`src/pkg/vco_cal_pkg.sv`:
```
// Behaviour
// - Window selector codes 0000..0110 pick 1.5, 5.8, 15.1, 3.4, 7.7, 17.0 ns.
// - Codes 1000..1110 pick 5.4, 9.7, 19.0, 15.0, 19.3, 28.6 ns.
// - Power-up calibration starts only after configuration load and reference detection.
// - Without a reference the sequencer waits, then calibrates once it appears.
// - With trigger select one, a rising kick bit starts calibration.
// - Kick calibration turns outputs off but keeps every block powered.
// - With trigger select zero, sleep_n falling powers the device down.
// - With trigger select zero, sleep_n rising calibrates the VCO.
// - With trigger select zero, while sleep_n is low, outputs are off and blocks powered down; code needs a sleep_n fall in calibration or monitoring.
// - Power-down pin high-low-high with trigger select zero starts calibration.
// - That pin-started calibration first reloads configuration from nonvolatile memory.
// - After reference start, wait 16384 input-divider clock periods.
// - Calibration lasts 550 phase-detector clock periods.
// - In analog lock mode the lock pin is analog, not digital.
// - Digital lock reports locked while phase difference stays inside the window.
// - One compared cycle outside the window or a slip clears lock.
`default_nettype none
package vco_cal_pkg;

	// Sequencer states, one-hot
	typedef enum logic [7:0] {
		ST_WAIT_CFG = 8'h01,
		ST_WAIT_REF = 8'h02,
		ST_DELAY    = 8'h04,
		ST_CAL      = 8'h08,
		ST_MONITOR  = 8'h10,
		ST_SLEEP    = 8'h20,
		ST_PDOWN    = 8'h40,
		ST_RELOAD   = 8'h80
	} seq_state_e;

	// Timing in reference ticks
	localparam int          STAB_DELAY_TICKS = 16384;
	localparam int          CAL_TICKS        = 550;
	localparam int          CNT_W            = 15;
	localparam logic [14:0] CNT_ZERO         = 15'h0000;
	localparam logic [14:0] CAL_LAST         = 15'(CAL_TICKS - 1);

	// Lock window widths in picoseconds, indexed by selector code; zero marks reserved
	localparam int WIN_W = 16;
	localparam logic [15:0] WIN_PS [16] = '{
		16'h05dc, 16'h16a8, 16'h3afc, 16'h0000,
		16'h0d48, 16'h1e14, 16'h4268, 16'h0000,
		16'h1518, 16'h25e4, 16'h4a38, 16'h0000,
		16'h3a98, 16'h4b64, 16'h6fb8, 16'h0000
	};
	localparam logic [1:0] WIN_RSVD_LOW = 2'h3;

endpackage
`default_nettype wire

```
`src/lock_window_check.sv`:
```
`timescale 1ns/100ps
`default_nettype none
module lock_window_check
	import vco_cal_pkg::*;
(
	// Selector and measurement
	input  wire logic [3:0]       lock_window_sel,
	input  wire logic [WIN_W-1:0] phase_diff_ps,
	// Result
	output logic                  in_window
);

	logic [WIN_W-1:0] win_ps;

	// Table lookup; reserved codes never report in-window so a bad write cannot fake lock
	always_comb
	begin
		win_ps    = WIN_PS[lock_window_sel];
		in_window = (lock_window_sel[1:0] != WIN_RSVD_LOW)
		            && (phase_diff_ps <= win_ps);
	end

endmodule
`default_nettype wire

```
`src/vco_cal_lock_ctrl.sv`:
```
`timescale 1ns/100ps
`default_nettype none
module vco_cal_lock_ctrl
	import vco_cal_pkg::*;
#(
	parameter int DELAY_TICKS = STAB_DELAY_TICKS
)
(
	// Clock and reset
	input  wire logic             clk,
	input  wire logic             sys_rst,
	// Pins from outside the clock domain
	input  wire logic             ref_clk_detect,
	input  wire logic             power_down_pin,
	// Configuration bits and load status
	input  wire logic             cfg_loaded,
	input  wire logic             cal_trigger_select,
	input  wire logic             cal_kick,
	input  wire logic             sleep_n,
	input  wire logic [3:0]       lock_window_sel,
	input  wire logic             analog_lock_mode,
	// Reference timing ticks
	input  wire logic             id_tick,
	input  wire logic             pfd_tick,
	// Phase comparison results
	input  wire logic             phase_valid,
	input  wire logic [WIN_W-1:0] phase_diff_ps,
	input  wire logic             cycle_slip,
	// Status and control outputs
	output logic                  cal_busy_q,
	output logic                  outputs_en_q,
	output logic                  blocks_on_q,
	output logic                  nvm_reload_q,
	output logic                  pll_lock_q,
	output logic                  lock_analog_q
);

	localparam logic [CNT_W-1:0] DELAY_LAST = CNT_W'(DELAY_TICKS - 1);

	seq_state_e       state_q, state_d;
	logic [CNT_W-1:0] cnt_q, cnt_d;
	logic             ref_m_q, ref_s_q, pd_m_q, pd_s_q, pd_prev_q;
	logic             kick_prev_q, sleep_prev_q;
	logic             cal_busy_d, outputs_en_d, blocks_on_d, nvm_reload_d, pll_lock_d, lock_analog_d;
	logic             kick_rise, sleep_fall, sleep_rise, pd_fall, pd_rise, restart, in_win;

	lock_window_check u_win (
		.lock_window_sel (lock_window_sel),
		.phase_diff_ps   (phase_diff_ps),
		.in_window       (in_win)
	);

	// Pin synchronisers; first stages feed only the second stages
	always_ff @(posedge clk or posedge sys_rst)
	begin
		if (sys_rst)
		begin
			ref_m_q   <= 1'b0;
			ref_s_q   <= 1'b0;
			pd_m_q    <= 1'b1;
			pd_s_q    <= 1'b1;
			pd_prev_q <= 1'b1;
		end
		else
		begin
			ref_m_q   <= ref_clk_detect;
			ref_s_q   <= ref_m_q;
			pd_m_q    <= power_down_pin;
			pd_s_q    <= pd_m_q;
			pd_prev_q <= pd_s_q;
		end
	end

	// Edge detection on configuration bits and the synchronised pin
	always_comb
	begin
		kick_rise  = cal_kick && !kick_prev_q && cal_trigger_select;
		sleep_fall = !sleep_n && sleep_prev_q && !cal_trigger_select;
		sleep_rise = sleep_n && !sleep_prev_q && !cal_trigger_select;
		pd_fall    = !pd_s_q && pd_prev_q;
		pd_rise    = pd_s_q && !pd_prev_q;
		restart    = kick_rise;
	end

	// Sequencer next state; triggers are honoured only once power-up calibration has started
	always_comb
	begin
		state_d      = state_q;
		cnt_d        = cnt_q;
		nvm_reload_d = 1'b0;
		case (state_q)
			ST_WAIT_CFG:
			begin
				if (cfg_loaded)
					state_d = ST_WAIT_REF;
			end
			ST_WAIT_REF:
			begin
				cnt_d = CNT_ZERO;
				if (ref_s_q)
					state_d = ST_DELAY;
			end
			ST_DELAY:
			begin
				if (id_tick)
				begin
					if (cnt_q == DELAY_LAST)
					begin
						state_d = ST_CAL;
						cnt_d   = CNT_ZERO;
					end
					else
						cnt_d = cnt_q + 1'b1;
				end
			end
			ST_CAL, ST_MONITOR:
			begin
				if (pd_fall)
					state_d = ST_PDOWN;
				else if (sleep_fall)
					state_d = ST_SLEEP;
				else if (restart)
				begin
					state_d = ST_CAL;
					cnt_d   = CNT_ZERO;
				end
				else if (state_q == ST_CAL && pfd_tick)
				begin
					if (cnt_q == CAL_LAST)
						state_d = ST_MONITOR;
					else
						cnt_d = cnt_q + 1'b1;
				end
			end
			ST_SLEEP:
			begin
				if (pd_fall)
					state_d = ST_PDOWN;
				else if (sleep_rise)
				begin
					state_d = ST_CAL;
					cnt_d   = CNT_ZERO;
				end
			end
			ST_PDOWN:
			begin
				if (pd_rise && !cal_trigger_select)
				begin
					state_d      = ST_RELOAD;
					nvm_reload_d = 1'b1;
				end
				else if (pd_rise)
					state_d = ST_MONITOR;
			end
			ST_RELOAD:
			begin
				// Calibration waits for the reloaded configuration
				if (cfg_loaded && !nvm_reload_q)
				begin
					state_d = ST_CAL;
					cnt_d   = CNT_ZERO;
				end
			end
			default:
			begin
				state_d = ST_WAIT_CFG;
				cnt_d   = CNT_ZERO;
			end
		endcase
	end

	// Output decode from the next state, so the busy, enable and power flops track the state flop
	always_comb
	begin
		cal_busy_d    = (state_d == ST_CAL);
		outputs_en_d  = (state_d == ST_MONITOR);
		blocks_on_d   = (state_d != ST_SLEEP) && (state_d != ST_PDOWN);
		lock_analog_d = analog_lock_mode;
		pll_lock_d    = pll_lock_q;
		if (state_d != ST_MONITOR || state_q != ST_MONITOR || analog_lock_mode)
			pll_lock_d = 1'b0;
		else if (cycle_slip || (phase_valid && !in_win))
			pll_lock_d = 1'b0;
		else if (phase_valid)
			pll_lock_d = 1'b1;
	end

	// State and output registers
	always_ff @(posedge clk or posedge sys_rst)
	begin
		if (sys_rst)
		begin
			state_q       <= ST_WAIT_CFG;
			cnt_q         <= CNT_ZERO;
			kick_prev_q   <= 1'b0;
			sleep_prev_q  <= 1'b1;
			cal_busy_q    <= 1'b0;
			outputs_en_q  <= 1'b0;
			blocks_on_q   <= 1'b1;
			nvm_reload_q  <= 1'b0;
			pll_lock_q    <= 1'b0;
			lock_analog_q <= 1'b0;
		end
		else
		begin
			state_q       <= state_d;
			cnt_q         <= cnt_d;
			kick_prev_q   <= cal_kick;
			sleep_prev_q  <= sleep_n;
			cal_busy_q    <= cal_busy_d;
			outputs_en_q  <= outputs_en_d;
			blocks_on_q   <= blocks_on_d;
			nvm_reload_q  <= nvm_reload_d;
			pll_lock_q    <= pll_lock_d;
			lock_analog_q <= lock_analog_d;
		end
	end
endmodule
`default_nettype wire

```
`config.mk`:
```
export PLATFORM = sky130hd
export DESIGN_NAME = vco_cal_lock_ctrl
export DESIGN_NICKNAME = d
export VERILOG_FILES = /design/src/pkg/vco_cal_pkg.sv /design/src/lock_window_check.sv /design/src/vco_cal_lock_ctrl.sv
export SDC_FILE = /design/constraint.sdc
export NUM_CORES = 1
export LEC_CHECK = 0
export ABC_CLOCK_PERIOD_IN_PS = 2500
export BUFFER_PORTS_ARGS = -buffer_cell sky130_fd_sc_hd__buf_2
export CAP_MARGIN = 20
export CORE_ASPECT_RATIO = 0.6
export CORE_MARGIN = 8
export CORE_UTILIZATION = 52
export CTS_CLUSTER_DIAMETER = 150
export DETAILED_ROUTE_END_ITERATION = 6
export HOLD_SLACK_MARGIN = 0.12
export PLACE_DENSITY = 0.76
export SLEW_MARGIN = 30
export SYNTH_ARGS = -nofsm -noshare
export SYNTH_HDL_FRONTEND = slang
export SYNTH_SLANG_ARGS = --single-unit
```
`constraint.sdc`:
```
create_clock -name clk -period 2.5 [get_ports clk]
set_clock_uncertainty 0.15 [all_clocks]
set_input_delay 0 -clock clk [delete_from_list [all_inputs] [get_ports clk]]
set_output_delay 0 -clock clk [all_outputs]
set_load 0.05 [all_outputs]
```
==> Word level (Yosys, flattened, before mapping) <==
Memory sizes are Yosys's and may differ from the RTL's.
Cells that the tools add are included.
{ "totals": {"register_bits": 36, "n_memories": 1, "elab_cells": 108, "rom_bits": 256, "inputBits": 33, "out_inout_bits": 6} }
{ "classes": {"eq_ne": 25, "n_mux": 33, "n_lt_le_gt_ge": 2, "add_sub_neg": 1, "n_bitwise": 2, "reduce_logical": 29} }
{ "mem_list": {"columns": ["memory", "words", "width", "read_ports", "rd_clocked_by_memory_dff", "write_ports", "line", "rtl"], "rows": [
  ["(name not given)", 16, 16, 1, 0, 0, "lock_window_check.sv:18", "win_ps = WIN_PS[lock_window_sel];"]
]} }
{ "ops": {"columns": ["operator", "n"], "rows": [
  ["$mux W15", 10],
  ["$mux W8", 14],
  ["$pmux W15 S5", 1],
  ["$pmux W8 S7", 1],
  ["$mux W16", 2],
  ["$eq A8 B4 Y1 const B", 2],
  ["$eq A8 B5 Y1 const B", 2],
  ["$le A16 B16 Y1", 1],
  ["$ne A8 B5 Y1 const B", 2],
  ["$add A15 B1 Y15 const B", 1],
  ["$eq A15 B10 Y1 const B", 1],
  ["$eq A15 B14 Y1 const B", 1],
  ["$logic_and A1 B1 Y1", 14],
  ["$ne A2 B2 Y1 const B", 7],
  ["$reduce_and A9 Y1", 1],
  ["$eq A8 B1 Y1 const B", 1],
  ["$eq A8 B2 Y1 const B", 1],
  ["$eq A8 B3 Y1 const B", 1],
  ["$eq A8 B6 Y1 const B", 1],
  ["$eq A8 B7 Y1 const B", 1],
  ["$eq A8 B8 Y1 const B", 1],
  ["$logic_not A1 Y1", 8],
  ["$ne A8 B6 Y1 const B", 1],
  ["$ne A8 B7 Y1 const B", 1],
  ["other kinds (8)", 16]
]} }

==> Logic depth before layout (Yosys ltp) <==
{ "logic_depth": {"depth_word": 11, "ltp_mapped": 13, "depth_no_buf": 13} }

==> Hierarchy <==
Synthesis repeated with hierarchy kept, for this count alone.
{ "unflattened": {"cells_unflattened": 301, "hier_area_um2": 2697.6} }
{ "modules_own_cells": {"columns": ["mod", "n_inst", "area_per_inst_um2", "seq_area_each_um2", "cells_per_inst"], "rows": [
  ["vco_cal_lock_ctrl", 1, 2134.5, 908.4, 223],
  ["lock_window_check", 1, 563.0, 0.0, 78]
]} }

==> Least setup slack after synthesis <==
No wires, ideal clock.
{ "synth_path": {"path_kind": "flip-flop to flip-flop", "start": "register cnt_q[0]", "end": "register cnt_q[5]", "arrival_ns": 2.185, "setup_time_ns": 0.104, "path_buffers": 2, "stages_incl_launch_ff": 10, "t_required_ns": 2.246, "synth_period_minus_slack_ns": 2.438, "slack_ns": 0.062, "path_cell_list": "dfrtp_1 > ha_1 > and3_1 > and3_1 > a31o_4 > and2_4 > buf_6 > or2_1 > buf_6 > o41ai_4"} }
{ "synth_via": {"elab_chain_cells": 7, "word_cells_on_any_way": 13, "classes_between": "1 x add/sub; 3 x eq/ne; 8 x mux; 1 x reduce/logical"} }
{ "synth_rtl": {"columns": ["element", "line", "rtl"], "rows": [
  ["start, declared", "vco_cal_lock_ctrl.sv:41", "logic [CNT_W-1:0] cnt_q, cnt_d;"],
  ["start signal, assigned", "vco_cal_lock_ctrl.sv:207", "cnt_q <= cnt_d;"],
  ["$add A15 B1 Y15", "vco_cal_lock_ctrl.sv:113, vco_cal_lock_ctrl.sv:132", null],
  ["$mux W15", "vco_cal_lock_ctrl.sv:129", "if (cnt_q == CAL_LAST)"],
  ["$mux W15", "vco_cal_lock_ctrl.sv:127", "else if (state_q == ST_CAL && pfd_tick)"],
  ["$mux W15", "vco_cal_lock_ctrl.sv:122", "else if (restart)"],
  ["$mux W15", "vco_cal_lock_ctrl.sv:120", "else if (sleep_fall)"],
  ["$mux W15", "vco_cal_lock_ctrl.sv:118", "if (pd_fall)"],
  ["$pmux W15 S5", "vco_cal_lock_ctrl.sv:91", "case (state_q)"]
]} }
Several ways; a longest one is shown, not always the timed one. The select of a mux whose other input is x is not followed.
A chain may end at the register's enable or synchronous reset.

==> Worst setup path in the final report <==
{ "layout_path": {"start": "register state_q[3]", "end": "register cnt_q[10]"} }
{ "layout_via": {"elab_chain_cells": 4, "word_cells_on_any_way": 21, "classes_between": "15 x eq/ne; 1 x mux; 1 x bitwise; 4 x reduce/logical"} }
{ "layout_rtl": {"columns": ["element", "line", "rtl"], "rows": [
  ["start, declared", "vco_cal_lock_ctrl.sv:40", "seq_state_e state_q, state_d;"],
  ["start signal, assigned", "vco_cal_lock_ctrl.sv:206", "state_q <= state_d;"],
  ["$eq A8 B4 Y1, or another cell as far along", "vco_cal_lock_ctrl.sv:91, vco_cal_lock_ctrl.sv:127", null],
  ["$reduce_or A2 Y1, or another cell as far along", "vco_cal_lock_ctrl.sv:91", null],
  ["$ne A3 B3 Y1 (no source line), or another cell as far along", null, null],
  ["$reduce_and A9 Y1 (no source line)", null, null]
]} }
Several ways; a longest one is shown, not always the timed one.

==> impl_metrics.yaml <==
outcome:
  outcome: "completed"
synthesis:
  synth_seq_cells: 36
  ys_seq_area_frac: 0.327
  synth_nets: 374
  yosys_warnings: 0
  synthCells: 321
  synthMuxAreaShare: 0.0108
  synth_top_family_by_area: "simple AND/OR/NAND/NOR gates"
  ys.flop_type: "dfrtp_1"
  syn_avg_cell_area_um2: 8.65
  synth_cell_types: 66
  yosys.area_share.simple: 0.279
  synthAdderAreaFrac: 0.0902
  synthArstFlopShare: 1.00
  synth_edf_count: 0
  synth-xor-area-share: 0.0126
  synth_compound_area_frac: 0.238
  syn-cell-area_um2: 2780
clocking:
  clk_pin_slew_ps: 90
  clkLatencyLatePin_ps: 300
  ctsLongestPathBuffers: 2
  cts_tree: "built"
  cts_buffers: 5
  clockRootBuffer: "clkbuf_8"
  h-tree-depth: 2
  cts.sinks: 36
placement:
  place_congestion: 0.941
  placedCellCount: 435
  place_area_um2: 3150
  port_buffers: 38
  dp_hpwl_mm: 5.71
sta:
  tns_ps: 0
  timing.fmax_mhz: 416
  fin_crit_sh: 0.961
  tightest_slew_ps: 629
  hold_viol_final: 0
  setup_viol: 0
  period_minus_slack_ps: 2400
  relSlewSlack: 0.580
  rsz0062_at_grt: "false"
  drv_slew: 0
global_routing:
  grt_antenna_before_repair: 0
  gr-total-overflow: 0
  grt_max_degree: 21
  first_global_vias: 2507
  grt_use_total: 0.189
  grt_pass1_wl_mm: 12.1
die:
  io_pins: 39
  fp.dieW_um: 110
  rows: 20
  start_util: 0.544
  core_area_um2: 5100
  die_height_um: 72.6
  dieArea_um2: 8010
critical_path:
  required_ps: 2600
  path_delay_family: "simple AND/OR/NAND/NOR gates"
  slowest_delay_ps: 510
  worstPathMaxFanout: 10
  worst-path-buf-inv: 1
  arrival_ps: 2500
  crit_slowest_cell: "dfrtp_1"
  crit_type: "reg2reg"
  critPathCaptureType: "flip-flop"
  start_kind: "flip-flop"
  crit_chain: "xor2_1 > and4b_2 > a21oi_1 > o211ai_1 > buf_4 > or4b_1 > nand3_1"
power:
  internal_power_mw: 1.21
  seq_power_share: 0.360
  leakagePower_nw: 1.64
  powerDensity_nw_per_um2: 531
  p_clk_frac: 0.297
  switchingPower_mw: 0.613
  peakVddDrop_mv: 0.314
  comb_power_share: 0.343
  sw_frac_of_total: 0.337
  power_mw: 1.82
detailed_routing:
  wl_met1_mm: 3.70
  met2_length_mm: 3.05
  highest_layer: "met4"
  ant_nets: 0
  route.met3.wl_um: 677
  dr.pass1.iters: 5
  wl_mm: 7.48
  drtIter0Drc: 230
  routedWlPerCell_um: 16.3
  routed_via_density: 5.97
  drc: 0
  dr_total_vias: 2742
cells_and_area:
  fin_area_um2: 3430
  final_layout_size_suffix_gt1_frac: 0.249
  final_common_cell: "buf_2"
  reg_top3: "cnt_q (15), state_q (8)"
  layoutNonFillerInstCount: 459
  largest_register_ffs: 15
  regMostFlops: "cnt_q"
  area_growth_pct: 23.5
  final_core_util: 0.672
  layout.nets: 445
  layout_common_cells: "38 x buf_2, 35 x nor2_1, 30 x dfrtp_1"
  insertedDiodeCount: 0
min_path:
  hp-class: "in2reg"
run:
  cap_violations: 0
-- cell type report --
| type | instances | area (um2) |
|---|---|---|
| timing repair buffer | 78 | 536 |
| clock buffer | 5 | 68.8 |
| fill | 407 | 1680 |
| tap | 66 | 82.6 |
| multi-input combinational | 263 | 1760 |
| clock inverter | 3 | 46.3 |
| sequential | 36 | 908 |
| inverter | 8 | 30.0 |
-- power groups by stage --
| stage | clock network [mW] | registers (mW) | logic [mW] |
|---|---|---|---|
| 6_report | 0.540 | 0.656 | 0.624 |
| 5_1_grt | 0.568 | 0.659 | 0.687 |
| 4_1_cts | 0.540 | 0.655 | 0.575 |
| 3_5_place_dp | 0 | 0.666 | 0.554 |
| 3_3_place_gp | 0 | 0.664 | 0.546 |
| 2_1_floorplan | 0 | 0.635 | 0.422 |
-- tightest hold or removal path: cells and delay by family --
kind                       cells  cell delay (ps)
AOI/OAI and AO/OA              2              340
adders and majority gates      1              130
buffers and inverters          1               90
-- path summary, 6_finish.rpt --
check                                   from           to  slack [ps]  cells after the start
hold reg to reg                       pd_m_q       pd_s_q         210                      0
hold / removal             phase_diff_ps[11]   pll_lock_q         150                      4
setup / recovery                  state_q[3]    cnt_q[10]         100                      7
min in group asynchronous            sys_rst  kick_prev_q         180                      3
setup reg to reg                  state_q[3]    cnt_q[10]         100                      7
max in group asynchronous            sys_rst   state_q[0]        1240                      4
-- metrics by stage --
| step | setup slack [ps] | hold WS, ps |
|---|---|---|
| 5_1_grt | 13.6 | 157 |
| 2_1_floorplan | 61.6 | -146 |
| 3_3_place_gp | 105 | -43.9 |
| 6_report | 97.8 | 148 |
| 3_5_place_dp | -3.25 | -43.3 |
| 4_1_cts | 59.0 | 147 |
-- routing by layer --
metal  global-route usage  vias up
li1                     -     1329
met1                0.293     1290
met2                0.259      118
met3               0.0344        5
met4               0.0382        0
met5                    0        -
-- synthesized netlist by cell type, types with 5 or more instances --
| library cell | number | share of area |
|---|---|---|
| buf_2 | 7 | 0.013 |
| o21ai_0 | 22 | 0.040 |
| inv_1 | 8 | 0.011 |
| nor2_1 | 35 | 0.047 |
| nand2_1 | 24 | 0.032 |
| nand3_1 | 13 | 0.023 |
| dfrtp_1 | 30 | 0.27 |
| nand4_1 | 5 | 0.011 |
| and3_1 | 6 | 0.014 |
| dfstp_2 | 6 | 0.057 |
| o21ai_1 | 6 | 0.011 |
| ha_1 | 20 | 0.090 |
| a21oi_1 | 27 | 0.049 |
| nor2b_1 | 12 | 0.027 |
| nand2b_1 | 7 | 0.016 |
| a21o_1 | 5 | 0.014 |
-- logic make-up (layout without fill, tap and decap cells) --
group / Yosys count / in the layout
AND/OR/NAND/NOR: 138 / 138
AO/OA/AOI/OAI: 98 / 98
flip-flops: 36 / 36
buffers and inverters: 22 / 94
adder cells (fa/ha/maj): 20 / 20
XOR/XNOR: 4 / 4
multiplexers: 3 / 3
-- timing repair --
item                                    in CTS  in global routing
hold buffers                                13                  0
hold endpoints to repair                    31                  0
resized for setup                            0                  3
endpoints found under the setup margin       0                 14
buffers inserted                             0                  3
No activity file was read; power rests on OpenSTA's default activity.
